[config.mk]
export PLATFORM = sky130hd
export DESIGN_NAME = tpa_top
export DESIGN_NICKNAME = d
export VERILOG_FILES = /design/src/include/tpa_pkg.sv /design/src/include/tpa_pre_if.sv /design/src/verilog/tpa_phase_gen.sv /design/src/verilog/tpa_prescaler.sv /design/src/verilog/tpa_top.sv
export SDC_FILE = /design/constraint.sdc
export NUM_CORES = 1
export LEC_CHECK = 0
export BUFFER_PORTS_ARGS = -buffer_cell sky130_fd_sc_hd__buf_2
export CAP_MARGIN = 20
export CORE_ASPECT_RATIO = 0.8
export CORE_MARGIN = 10
export CORE_UTILIZATION = 56
export DETAILED_ROUTE_END_ITERATION = 8
export PLACE_DENSITY_LB_ADDON = 0.2
export SLEW_MARGIN = 10
export SYNTH_ARGS = -nofsm -noshare
export SYNTH_HDL_FRONTEND = slang
export SYNTH_SLANG_ARGS = --single-unit
[constraint.sdc]
create_clock -name clock -period 4.62 [get_ports clock]
set_input_delay 0.231 -clock clock [delete_from_list [all_inputs] [get_ports clock]]
set_output_delay 0.231 -clock clock [all_outputs]
set_load 0.01 [all_outputs]
[src/include/tpa_pkg.sv]
// constants, field positions and types of the timer/prescaler block
// assumes a 40 MHz clock, four clocks per instruction cycle (Q1..Q4)
// Notes on behaviour
// - overflow flag is sampled once per instruction cycle, at Q1
// - overflow event to handler entry takes four instruction cycles
// - clock output pin driven only in resistor-capacitor oscillator mode
// - prescaler moves between timer and watchdog by a config write
// - writing the timer count also clears prescaler when timer owns it
// - unimplemented bits of timer registers read as zero
// - watchdog clear resets watchdog and prescaler when watchdog owns it
// - flags set on their events regardless of any enable bit
// - any reset clears the global interrupt enable
package tpa_pkg;
  // ---------------------------------------------------------------
  // register indices (byte address is four times the index)
  // ---------------------------------------------------------------
  localparam logic [9:0] IDX_TIMER_COUNT = 10'h001;
  localparam logic [9:0] IDX_INTERRUPT_CONTROL = 10'h00B;
  localparam logic [9:0] IDX_INTERRUPT_CONTROL_ALT = 10'h08B;
  localparam logic [9:0] IDX_TIMER_PORT_CONFIG = 10'h081;
  localparam logic [9:0] IDX_PORT_A_DIRECTION = 10'h085;
  localparam logic [9:0] IDX_IRQ_STATUS = 10'h090;
  localparam logic [9:0] IDX_IRQ_MASK = 10'h091;
  localparam logic [9:0] IDX_WDT_CONTROL = 10'h092;
  localparam logic [9:0] IDX_WDT_STATE = 10'h093;
  // ---------------------------------------------------------------
  // reset values
  // ---------------------------------------------------------------
  localparam logic [7:0] RST_TIMER_COUNT = 8'h00;
  localparam logic [7:0] RST_INTERRUPT_CONTROL = 8'h00;
  localparam logic [7:0] RST_TIMER_PORT_CONFIG = 8'hFF;
  localparam logic [4:0] RST_PORT_A_DIRECTION = 5'h1F;
  localparam logic [2:0] RST_IRQ_MASK = 3'h0;
  localparam logic [3:0] RST_WDT_CONTROL = 4'h0;
  // ---------------------------------------------------------------
  // interrupt control fields
  // ---------------------------------------------------------------
  localparam int IC_GLOBAL_EN = 7;
  localparam int IC_TIMER_EN = 5;
  localparam int IC_EXT_EN = 4;
  localparam int IC_PORT_EN = 3;
  localparam int IC_TIMER_FLAG = 2;
  localparam int IC_EXT_FLAG = 1;
  localparam int IC_PORT_FLAG = 0;
  localparam logic [7:0] IC_IMPL_MASK = 8'hBF;
  // ---------------------------------------------------------------
  // configuration fields
  // ---------------------------------------------------------------
  localparam int CF_CLK_SOURCE = 5;
  localparam int CF_EDGE_SELECT = 4;
  localparam int CF_ASSIGN = 3;
  localparam int CF_RATE_LSB = 0;
  localparam int RATE_W = 3;
  // ---------------------------------------------------------------
  // own status, mask and watchdog control fields
  // ---------------------------------------------------------------
  localparam int ST_TIMER_OVF = 0;
  localparam int ST_WDT_TIMEOUT = 1;
  localparam int ST_HANDLER_ENTRY = 2;
  localparam int EVT_W = 3;
  localparam int WC_CLEAR = 0;
  localparam int WC_ENABLE = 1;
  localparam int WC_OSC_LSB = 2;
  // ---------------------------------------------------------------
  // timing
  // ---------------------------------------------------------------
  localparam int CLOCK_HZ = 40_000_000;
  localparam int PHASES_PER_CYCLE = 4;
  localparam int INT_LATENCY_TCY = 4;
  localparam logic [2:0] INT_LAT_LAST = 3'(INT_LATENCY_TCY - 1);

  typedef enum logic [1:0] {
    OSC_LOW_POWER,
    OSC_CRYSTAL,
    OSC_HIGH_SPEED,
    OSC_RES_CAP
  } tpa_osc_t;

  typedef enum logic {
    ENTRY_IDLE,
    ENTRY_WAIT
  } tpa_entry_t;
endpackage

[src/include/tpa_pre_if.sv]
// carrier between the top and the shared prescaler
// assumes a single clock domain; all signals are one-cycle pulses or levels
interface tpa_pre_if;
  logic timerTick;
  logic wdtTick;
  logic assignWdt;
  logic [2:0] rate;
  logic clear;
  logic timerOut;
  logic wdtOut;
  logic [7:0] count;

  modport owner (
    output timerTick, wdtTick, assignWdt, rate, clear,
    input timerOut, wdtOut, count
  );
  modport scaler (
    input timerTick, wdtTick, assignWdt, rate, clear,
    output timerOut, wdtOut, count
  );
endinterface

[src/verilog/tpa_phase_gen.sv]
// quarter-phase generator: splits each instruction cycle into Q1..Q4
// assumes one clock, four clocks per instruction cycle
module tpa_phase_gen (
  input wire logic clock,
  input wire logic rst_n,
  output logic [1:0] phase,
  output logic q1Pulse,
  output logic q4Pulse
);
  import tpa_pkg::*;

  logic [1:0] phase_q;

  always_ff @(posedge clock or negedge rst_n) begin
    if (!rst_n) begin
      phase_q <= 2'h0;
    end else begin
      phase_q <= phase_q + 2'h1;
    end
  end

  assign phase = phase_q;
  assign q1Pulse = (phase_q == 2'h0);
  assign q4Pulse = (phase_q == 2'(PHASES_PER_CYCLE - 1));
endmodule

[src/verilog/tpa_prescaler.sv]
// shared 8-bit prescaler, owned by either the timer or the watchdog
// assumes ticks are one-cycle pulses from the owner module
module tpa_prescaler (
  input wire logic clock,
  input wire logic rst_n,
  tpa_pre_if.scaler pre
);
  import tpa_pkg::*;

  logic [7:0] count_q;

  // true when the low n bits of the count are all ones
  function automatic logic lowOnes(input logic [7:0] c, input logic [3:0] n);
    logic [7:0] m;
    m = 8'((9'h001 << n) - 9'h001);
    return (c & m) == m;
  endfunction

  logic ownTick;

  assign ownTick = pre.assignWdt ? pre.wdtTick : pre.timerTick;

  always_ff @(posedge clock or negedge rst_n) begin
    if (!rst_n) begin
      count_q <= 8'h00;
    end else if (pre.clear) begin
      count_q <= 8'h00;
    end else if (ownTick) begin
      count_q <= count_q + 8'h01;
    end
  end

  // timer divides by 2^(rate+1); watchdog by 2^rate, so rate 0 passes
  assign pre.timerOut = pre.assignWdt ? pre.timerTick :
    (pre.timerTick && lowOnes(count_q, 4'({1'b0, pre.rate}) + 4'h1));
  assign pre.wdtOut = pre.assignWdt ?
    (pre.wdtTick && lowOnes(count_q, 4'({1'b0, pre.rate}))) : pre.wdtTick;
  assign pre.count = count_q;
endmodule

[src/verilog/tpa_top.sv]
// timer counter with shared prescaler, watchdog and APB register file
// assumes APB master, synchronous event inputs, one 40 MHz clock
module tpa_top #(
  parameter int WDT_BASE_CYC = 256
) (
  input wire logic clock,
  input wire logic rst_n,
  input wire logic psel,
  input wire logic penable,
  input wire logic pwrite,
  input wire logic [11:0] paddr,
  input wire logic [31:0] pwdata,
  output logic [31:0] prdata,
  output logic pready,
  output logic pslverr,
  input wire logic extClockIn,
  input wire logic extIntEvent,
  input wire logic portChangeEvent,
  output logic clockOutPin,
  output logic clockOutEn,
  output logic [4:0] portADirection,
  output logic vectorEntry,
  output logic wdtTimeout,
  output logic irq
);
  import tpa_pkg::*;

  // ---------------------------------------------------------------
  // parameter checks
  // ---------------------------------------------------------------
  if (WDT_BASE_CYC < 1 || WDT_BASE_CYC > 65536) begin : gBadBase
    $error("WDT_BASE_CYC out of range");
  end

  // ---------------------------------------------------------------
  // register decode
  // ---------------------------------------------------------------
  logic [9:0] idx;
  logic aligned;
  logic setup;
  logic access;
  logic wrEn;
  logic mapped;

  function automatic logic isMapped(input logic [9:0] i);
    return i == IDX_TIMER_COUNT || i == IDX_INTERRUPT_CONTROL ||
      i == IDX_INTERRUPT_CONTROL_ALT || i == IDX_TIMER_PORT_CONFIG ||
      i == IDX_PORT_A_DIRECTION || i == IDX_IRQ_STATUS ||
      i == IDX_IRQ_MASK || i == IDX_WDT_CONTROL || i == IDX_WDT_STATE;
  endfunction

  function automatic logic hits(input logic [9:0] i, input logic [9:0] r);
    return i == r;
  endfunction

  assign idx = paddr[11:2];
  assign aligned = (paddr[1:0] == 2'h0);
  assign mapped = aligned && isMapped(idx);
  assign setup = psel && !penable;
  assign access = psel && penable;
  assign wrEn = access && pwrite && mapped;
  assign pready = 1'b1;
  assign pslverr = access && !mapped;

  logic wrTimer;
  logic wrIntCtl;
  logic wrConfig;
  logic wrPortDir;
  logic wrStatus;
  logic wrMask;
  logic wrWdtCtl;

  assign wrTimer = wrEn && hits(idx, IDX_TIMER_COUNT);
  assign wrIntCtl = wrEn && (hits(idx, IDX_INTERRUPT_CONTROL) ||
    hits(idx, IDX_INTERRUPT_CONTROL_ALT));
  assign wrConfig = wrEn && hits(idx, IDX_TIMER_PORT_CONFIG);
  assign wrPortDir = wrEn && hits(idx, IDX_PORT_A_DIRECTION);
  assign wrStatus = wrEn && hits(idx, IDX_IRQ_STATUS);
  assign wrMask = wrEn && hits(idx, IDX_IRQ_MASK);
  assign wrWdtCtl = wrEn && hits(idx, IDX_WDT_CONTROL);

  // ---------------------------------------------------------------
  // phases and prescaler
  // ---------------------------------------------------------------
  logic [1:0] phase;
  logic q1Pulse;
  logic q4Pulse;

  tpa_phase_gen uPhase (
    .clock(clock),
    .rst_n(rst_n),
    .phase(phase),
    .q1Pulse(q1Pulse),
    .q4Pulse(q4Pulse)
  );

  tpa_pre_if pre ();

  tpa_prescaler uPre (
    .clock(clock),
    .rst_n(rst_n),
    .pre(pre)
  );

  // ---------------------------------------------------------------
  // configuration and control registers
  // ---------------------------------------------------------------
  logic [7:0] config_q;
  logic [4:0] portDir_q;
  logic [EVT_W-1:0] mask_q;
  logic wdtEnable_q;
  logic [1:0] oscMode_q;
  logic wdtClear;

  // assignment changes on any config write
  always_ff @(posedge clock or negedge rst_n) begin
    if (!rst_n) begin
      config_q <= RST_TIMER_PORT_CONFIG;
    end else if (wrConfig) begin
      config_q <= pwdata[7:0];
    end
  end

  always_ff @(posedge clock or negedge rst_n) begin
    if (!rst_n) begin
      portDir_q <= RST_PORT_A_DIRECTION;
    end else if (wrPortDir) begin
      portDir_q <= pwdata[4:0];
    end
  end

  always_ff @(posedge clock or negedge rst_n) begin
    if (!rst_n) begin
      mask_q <= RST_IRQ_MASK;
    end else if (wrMask) begin
      mask_q <= pwdata[EVT_W-1:0];
    end
  end

  always_ff @(posedge clock or negedge rst_n) begin
    if (!rst_n) begin
      wdtEnable_q <= RST_WDT_CONTROL[WC_ENABLE];
      oscMode_q <= RST_WDT_CONTROL[WC_OSC_LSB +: 2];
    end else if (wrWdtCtl) begin
      wdtEnable_q <= pwdata[WC_ENABLE];
      oscMode_q <= pwdata[WC_OSC_LSB +: 2];
    end
  end

  // clear bit is a command; it is never stored
  assign wdtClear = wrWdtCtl && pwdata[WC_CLEAR];
  assign portADirection = portDir_q;

  // ---------------------------------------------------------------
  // tick sources and prescaler control
  // ---------------------------------------------------------------
  logic extPrev_q;
  logic extEdge;
  logic [15:0] baseCnt_q;
  logic baseTick;

  always_ff @(posedge clock or negedge rst_n) begin
    if (!rst_n) begin
      extPrev_q <= 1'b0;
    end else begin
      extPrev_q <= extClockIn;
    end
  end

  // edge select: zero counts rising, one counts falling
  assign extEdge = config_q[CF_EDGE_SELECT] ? (extPrev_q && !extClockIn) :
    (!extPrev_q && extClockIn);

  always_ff @(posedge clock or negedge rst_n) begin
    if (!rst_n) begin
      baseCnt_q <= 16'h0000;
    end else if (baseTick) begin
      baseCnt_q <= 16'h0000;
    end else begin
      baseCnt_q <= baseCnt_q + 16'h0001;
    end
  end

  assign baseTick = (baseCnt_q == 16'(WDT_BASE_CYC - 1));

  assign pre.timerTick = config_q[CF_CLK_SOURCE] ? extEdge : q4Pulse;
  assign pre.wdtTick = baseTick && wdtEnable_q;
  assign pre.assignWdt = config_q[CF_ASSIGN];
  assign pre.rate = config_q[CF_RATE_LSB +: RATE_W];
  assign pre.clear = (wrTimer && !config_q[CF_ASSIGN]) ||
    (wdtClear && config_q[CF_ASSIGN]);

  // ---------------------------------------------------------------
  // timer count
  // ---------------------------------------------------------------
  logic [7:0] timer_q;
  logic timerOvf;

  // eight-bit up count, wrap flags overflow
  assign timerOvf = pre.timerOut && !wrTimer && (timer_q == 8'hFF);

  always_ff @(posedge clock or negedge rst_n) begin
    if (!rst_n) begin
      timer_q <= RST_TIMER_COUNT;
    end else if (wrTimer) begin
      timer_q <= pwdata[7:0];
    end else if (pre.timerOut) begin
      timer_q <= timer_q + 8'h01;
    end
  end

  // ---------------------------------------------------------------
  // watchdog counter
  // ---------------------------------------------------------------
  logic [7:0] wdt_q;

  always_ff @(posedge clock or negedge rst_n) begin
    if (!rst_n) begin
      wdt_q <= 8'h00;
    end else if (wdtClear) begin
      wdt_q <= 8'h00;
    end else if (pre.wdtOut) begin
      wdt_q <= wdt_q + 8'h01;
    end
  end

  assign wdtTimeout = pre.wdtOut && !wdtClear && (wdt_q == 8'hFF);

  // ---------------------------------------------------------------
  // interrupt control register
  // ---------------------------------------------------------------
  logic [7:0] intCtl_q;
  logic [7:0] intCtlWr;
  logic entryFire;

  assign intCtlWr = wrIntCtl ? (pwdata[7:0] & IC_IMPL_MASK) : intCtl_q;

  // flags set whatever the enables; set beats a clear
  always_ff @(posedge clock or negedge rst_n) begin
    if (!rst_n) begin
      intCtl_q <= RST_INTERRUPT_CONTROL;
    end else begin
      intCtl_q <= intCtlWr;
      intCtl_q[IC_TIMER_FLAG] <= intCtlWr[IC_TIMER_FLAG] || timerOvf;
      intCtl_q[IC_EXT_FLAG] <= intCtlWr[IC_EXT_FLAG] || extIntEvent;
      intCtl_q[IC_PORT_FLAG] <= intCtlWr[IC_PORT_FLAG] || portChangeEvent;
      // entry response drops the global enable
      intCtl_q[IC_GLOBAL_EN] <= intCtlWr[IC_GLOBAL_EN] && !entryFire;
    end
  end

  // ---------------------------------------------------------------
  // interrupt entry sequencing
  // ---------------------------------------------------------------
  tpa_entry_t entry_q;
  logic [2:0] latCnt_q;
  logic sampled;

  // flag looked at only in Q1
  assign sampled = q1Pulse && intCtl_q[IC_TIMER_FLAG] &&
    intCtl_q[IC_TIMER_EN] && intCtl_q[IC_GLOBAL_EN];
  // fires on the fourth Q1 after sampling
  assign entryFire = (entry_q == ENTRY_WAIT) && q1Pulse &&
    (latCnt_q == INT_LAT_LAST);

  always_ff @(posedge clock or negedge rst_n) begin
    if (!rst_n) begin
      entry_q <= ENTRY_IDLE;
      latCnt_q <= 3'h0;
    end else begin
      case (entry_q)
        ENTRY_IDLE: begin
          latCnt_q <= 3'h0;
          if (sampled) begin
            entry_q <= ENTRY_WAIT;
          end
        end
        ENTRY_WAIT: begin
          if (entryFire) begin
            entry_q <= ENTRY_IDLE;
          end else if (q1Pulse) begin
            latCnt_q <= latCnt_q + 3'h1;
          end
        end
        default: begin
          entry_q <= ENTRY_IDLE;
        end
      endcase
    end
  end

  assign vectorEntry = entryFire;

  // ---------------------------------------------------------------
  // sticky status and interrupt output
  // ---------------------------------------------------------------
  logic [EVT_W-1:0] status_q;
  logic [EVT_W-1:0] evtSet;
  logic [EVT_W-1:0] evtClr;

  assign evtSet[ST_TIMER_OVF] = timerOvf;
  assign evtSet[ST_WDT_TIMEOUT] = wdtTimeout;
  assign evtSet[ST_HANDLER_ENTRY] = entryFire;
  assign evtClr = wrStatus ? pwdata[EVT_W-1:0] : '0;

  // set wins over a same-cycle write-one clear
  always_ff @(posedge clock or negedge rst_n) begin
    if (!rst_n) begin
      status_q <= '0;
    end else begin
      status_q <= (status_q & ~evtClr) | evtSet;
    end
  end

  assign irq = |(status_q & mask_q);

  // ---------------------------------------------------------------
  // clock output pin
  // ---------------------------------------------------------------
  logic clock_output_pin_q;

  always_ff @(posedge clock or negedge rst_n) begin
    if (!rst_n) begin
      clock_output_pin_q <= 1'b0;
    end else begin
      // high across Q3 and Q4 of the next cycle position
      clock_output_pin_q <= (phase == 2'h1) || (phase == 2'h2);
    end
  end

  assign clockOutPin = clock_output_pin_q;
  assign clockOutEn = (tpa_osc_t'(oscMode_q) == OSC_RES_CAP);

  // ---------------------------------------------------------------
  // read data, captured in the setup phase
  // ---------------------------------------------------------------
  logic [31:0] rdMux;
  logic [31:0] prdata_q;

  always_comb begin
    rdMux = 32'h0000_0000;
    if (aligned) begin
      case (idx)
        IDX_TIMER_COUNT: rdMux = {24'h0, timer_q};
        IDX_INTERRUPT_CONTROL,
        IDX_INTERRUPT_CONTROL_ALT: rdMux = {24'h0, intCtl_q & IC_IMPL_MASK};
        IDX_TIMER_PORT_CONFIG: rdMux = {24'h0, config_q};
        IDX_PORT_A_DIRECTION: rdMux = {27'h0, portDir_q};
        IDX_IRQ_STATUS: rdMux = {29'h0, status_q};
        IDX_IRQ_MASK: rdMux = {29'h0, mask_q};
        IDX_WDT_CONTROL: rdMux = {28'h0, oscMode_q, wdtEnable_q, 1'b0};
        IDX_WDT_STATE: rdMux = {16'h0, pre.count, wdt_q};
        default: rdMux = 32'h0000_0000;
      endcase
    end
  end

  always_ff @(posedge clock or negedge rst_n) begin
    if (!rst_n) begin
      prdata_q <= 32'h0000_0000;
    end else if (setup && !pwrite) begin
      prdata_q <= rdMux;
    end
  end

  assign prdata = prdata_q;
endmodule

==> flow_metrics.env <==
export IMPL_status="complete, no violations"
export IMPL_antenna_found_initial=0
export IMPL_crit_top_cell="ha_1"
export IMPL_syn_area_per_cell_um2=9.81
export IMPL_crit_arrival_ns=3.86
export IMPL_antenna_cells=0
export IMPL_cts_buffer_depth=2
export IMPL_clock_latency_ns=0.34
export IMPL_place_ws_ns=1.06
export IMPL_drtAntennaViolNets=0
export IMPL_worstPathRequired_ns=4.84
export IMPL_path_cells="inv_1 > ha_1 > or3b_2 > ha_1 > a21o_1 > a22oi_1 > o211ai_1 > o21ai_2 > a41oi_1 > o31a_1"
export IMPL_dr_pass1_iters=5
export IMPL_worst_pin_slew_ns=0.898
export IMPL_sw_frac_of_total=0.221
export IMPL_layout_drive_gt1_share=0.196
export IMPL_drv_cap=0
export IMPL_drtIter0Drc=373
export IMPL_cts_tree="built"
export IMPL_relSlewSlack=0.396
export IMPL_regArea_mm2=0.00232
export IMPL_clockRootBuffer="clkbuf_16"
export IMPL_ys_dominant_reg_cell="dfrtp_1"
export IMPL_ys_seq_area_frac=0.437
export IMPL_switchingPower_uw=375
export IMPL_fp_dieW_um=129
export IMPL_ys_ff_latch=92
export IMPL_yosysWarnings=0
export IMPL_syn_cell_area_mm2=0.00531
export IMPL_worstSetupEndpointType="flop"
export IMPL_fmax_mhz=275
export IMPL_cts_made_buffers=9
export IMPL_grt_max_degree=59
export IMPL_std_cell_rows=31
export IMPL_clock_sinks=92
export IMPL_dieArea_mm2=0.0138
export IMPL_hold_viol=0
export IMPL_fillers=743
export IMPL_core_mm2=0.00915
export IMPL_dieHeight_um=107
export IMPL_drv_slew=0
export IMPL_grt_overflow=0
export IMPL_portBuffers=54
export IMPL_yosys_top_cells_area="dfrtp_1 37%, dfstp_2 6.4%, mux2_2 4.9%"
export IMPL_async_flop_share=1.00
export IMPL_ir_drop_mv=0.233
export IMPL_seqPwrFrac=0.487
export IMPL_power_frac_comb=0.059
export IMPL_first_global_vias=4069
export IMPL_muxShareOfSynthArea=0.0752
export IMPL_setup_viol=0
export IMPL_htreeDepth=3
export IMPL_drt_wl_total_um=12900
export IMPL_finClkSkew_ns=0.00840
export IMPL_yosys_area_share_adder=0.0283
export IMPL_start_util=0.580
export IMPL_dp_hpwl_um=9490
export IMPL_grt_usage=0.187
export IMPL_ys_types=66
export IMPL_p_clk_frac=0.453
export IMPL_synth_edff_count=0
export IMPL_num_io_pins=96
export IMPL_synth_xor_area_share=0.0594
export IMPL_internal_power_uw=1330
export IMPL_crit_type="flop to flop"
export IMPL_cts_hold_buf=1
export IMPL_finalSetupTns_ns=0
export IMPL_fin_nets=650
export IMPL_drt_wirelength_per_cell_um=18.3
export IMPL_post_cts_buffers=0
export IMPL_start_kind="flop"
export IMPL_crit_slowest_cell="dfstp_2"
export IMPL_hp_class="input port to flop"
export IMPL_gp_congestion=0.918
export IMPL_fin_ws_ns=0.982
export IMPL_rsz0062_at_grt="false"
export IMPL_synth_compound_area_share=0.132
export IMPL_fin_crit_ns=3.64
export IMPL_synth_top_family_by_area="simple AND/OR/NAND/NOR gates"
export IMPL_syn_to_final_growth_pct=10.9
export IMPL_p_leak_uw=0.00269
export IMPL_max_stage_delay_ns=0.69
export IMPL_cts_clk_slew_worst_paths_ns=0.06
export IMPL_routed_via_density=5.95
export IMPL_period_share=0.787
export IMPL_yosysTopAreaCell="dfrtp_1"
export IMPL_crit_fanout=14
export IMPL_drc_errors=0
export IMPL_power_density_mw_per_mm2=289
export IMPL_multi_input_area_mm2=0.00277
export IMPL_synth_largest_type_area_fraction=0.372
export IMPL_synthSimpleGateAreaFrac=0.215
export IMPL_routed_via_count=4203
export IMPL_cts_resized=0
export IMPL_grt_pass1_wl_um=20700
export IMPL_syn_inst=541
cell type report:
class	count	area share
Multi-Input combinational cell	411	0.471
Sequential cell	92	0.394
Timing Repair Buffer	57	0.0501
Clock buffer	14	0.0414
Tap cell	115	0.0244
Clock inverter	2	0.0102
Inverter	15	0.00956
layer usage:
layer,part of all wire,global-route usage
met2,0.44,0.289
met1,0.47,0.258
met5,0,0
met4,0.0091,0.0446
met3,0.081,0.0458
power by group through the flow:
stage | clock network, uW | registers [uW] | logic (uW)
after floorplan | 0 | 839 | 64.2
after global placement | 0 | 844 | 96.5
after detailed placement | 0 | 844 | 98.9
after CTS | 785 | 829 | 99.9
after global routing | 822 | 832 | 113
final | 772 | 830 | 101
layout by cell type (no fill, tap or decap), drive strengths merged, types with 14 or more instances in the layout:
master	netlist	layout
nor2	47	47
nand2	45	45
xnor2	23	23
buf	25	56
dfrtp	79	79
mux2i	14	14
nor3	14	14
mux2	23	23
o21ai	28	28
conb	2	17
nand3	21	21
inv	15	15
clkbuf	13	14
path summary, 6_finish.rpt:
path	from	to	slack, ns	cells past startpoint
min	extClockIn	extPrev_q	0.02	1
max	config_q[2]	timer_q[4]	0.98	10
max in group asynchronous	rst_n	baseCnt_q[11]	3.11	3
max reg2reg	config_q[2]	timer_q[4]	0.98	10
min reg2reg	uPhase.phase[0]	uPhase.phase[0]	0.44	1
min in group asynchronous	rst_n	wdt_q[4]	0.39	2
per-stage QoR:
stage | instances | util | hold slack [ns] | instance area (um^2) | total power [uW]
3_3_place_gp | 688 | 0.609 | 0.202 | 5570 | 940
5_1_grt | 706 | 0.643 | 0.0109 | 5890 | 1770
2_1_floorplan | 556 | - | -0.0646 | 5370 | 904
4_1_cts | 705 | 0.643 | 0.0143 | 5880 | 1710
6_report | 706 | 0.643 | 0.0246 | 5890 | 1700
3_5_place_dp | 688 | 0.609 | 0.212 | 5570 | 943
critical path, delay by kind of cell, from the launching register on:
| kind | cells | cell delay, ns |
|---|---|---|
| AOI/OAI and AO/OA | 6 | 1.36 |
| adders and majority gates | 2 | 0.79 |
| DFF | 1 | 0.69 |
| and+or+nand+nor | 1 | 0.48 |
| buffers and inverters | 1 | 0.19 |
logic make-up after synthesis:
logic type	after synthesis
AOI/OAI and AO/OA	100
other	2
DFF	92
muxes	37
xor gates and xnor gates	36
and+or+nand+nor	209
buffers and inverters	53
adders and majority gates	12
registers in the layout, summed over array words and instances, names as in the netlist:
| name | flops |
|---|---|
| baseCnt_q | 16 |
| prdata | 16 |
| config_q | 8 |
| timer_q | 8 |
| uPre.pre.count | 8 |
| wdt_q | 8 |
| intCtl_q | 7 |
| portADirection | 5 |
| latCnt_q | 3 |
| mask_q | 3 |
| status_q | 3 |
| oscMode_q | 2 |
| clockOutPin | 1 |
| entry_q | 1 |
| extPrev_q | 1 |
| uPhase.phase | 1 |
| wdtEnable_q | 1 |
synth_stat cells, types with 6 or more instances:
cell,number
nand3_1,21
mux2_2,23
inv_1,15
nand2b_1,6
nor2_1,46
nor2b_1,12
dfrtp_1,79
buf_4,17
ha_1,12
and3_1,13
nand3b_1,6
a21oi_1,13
a21o_1,6
a22oi_1,7
clkbuf_1,13
nand4_1,12
mux2i_1,14
o21ai_0,26
xnor2_1,23
xor2_1,13
nor3_1,12
a22o_1,8
and2_1,8
nand2_1,45
dfstp_2,13
(Power assumes the default switching activity.)
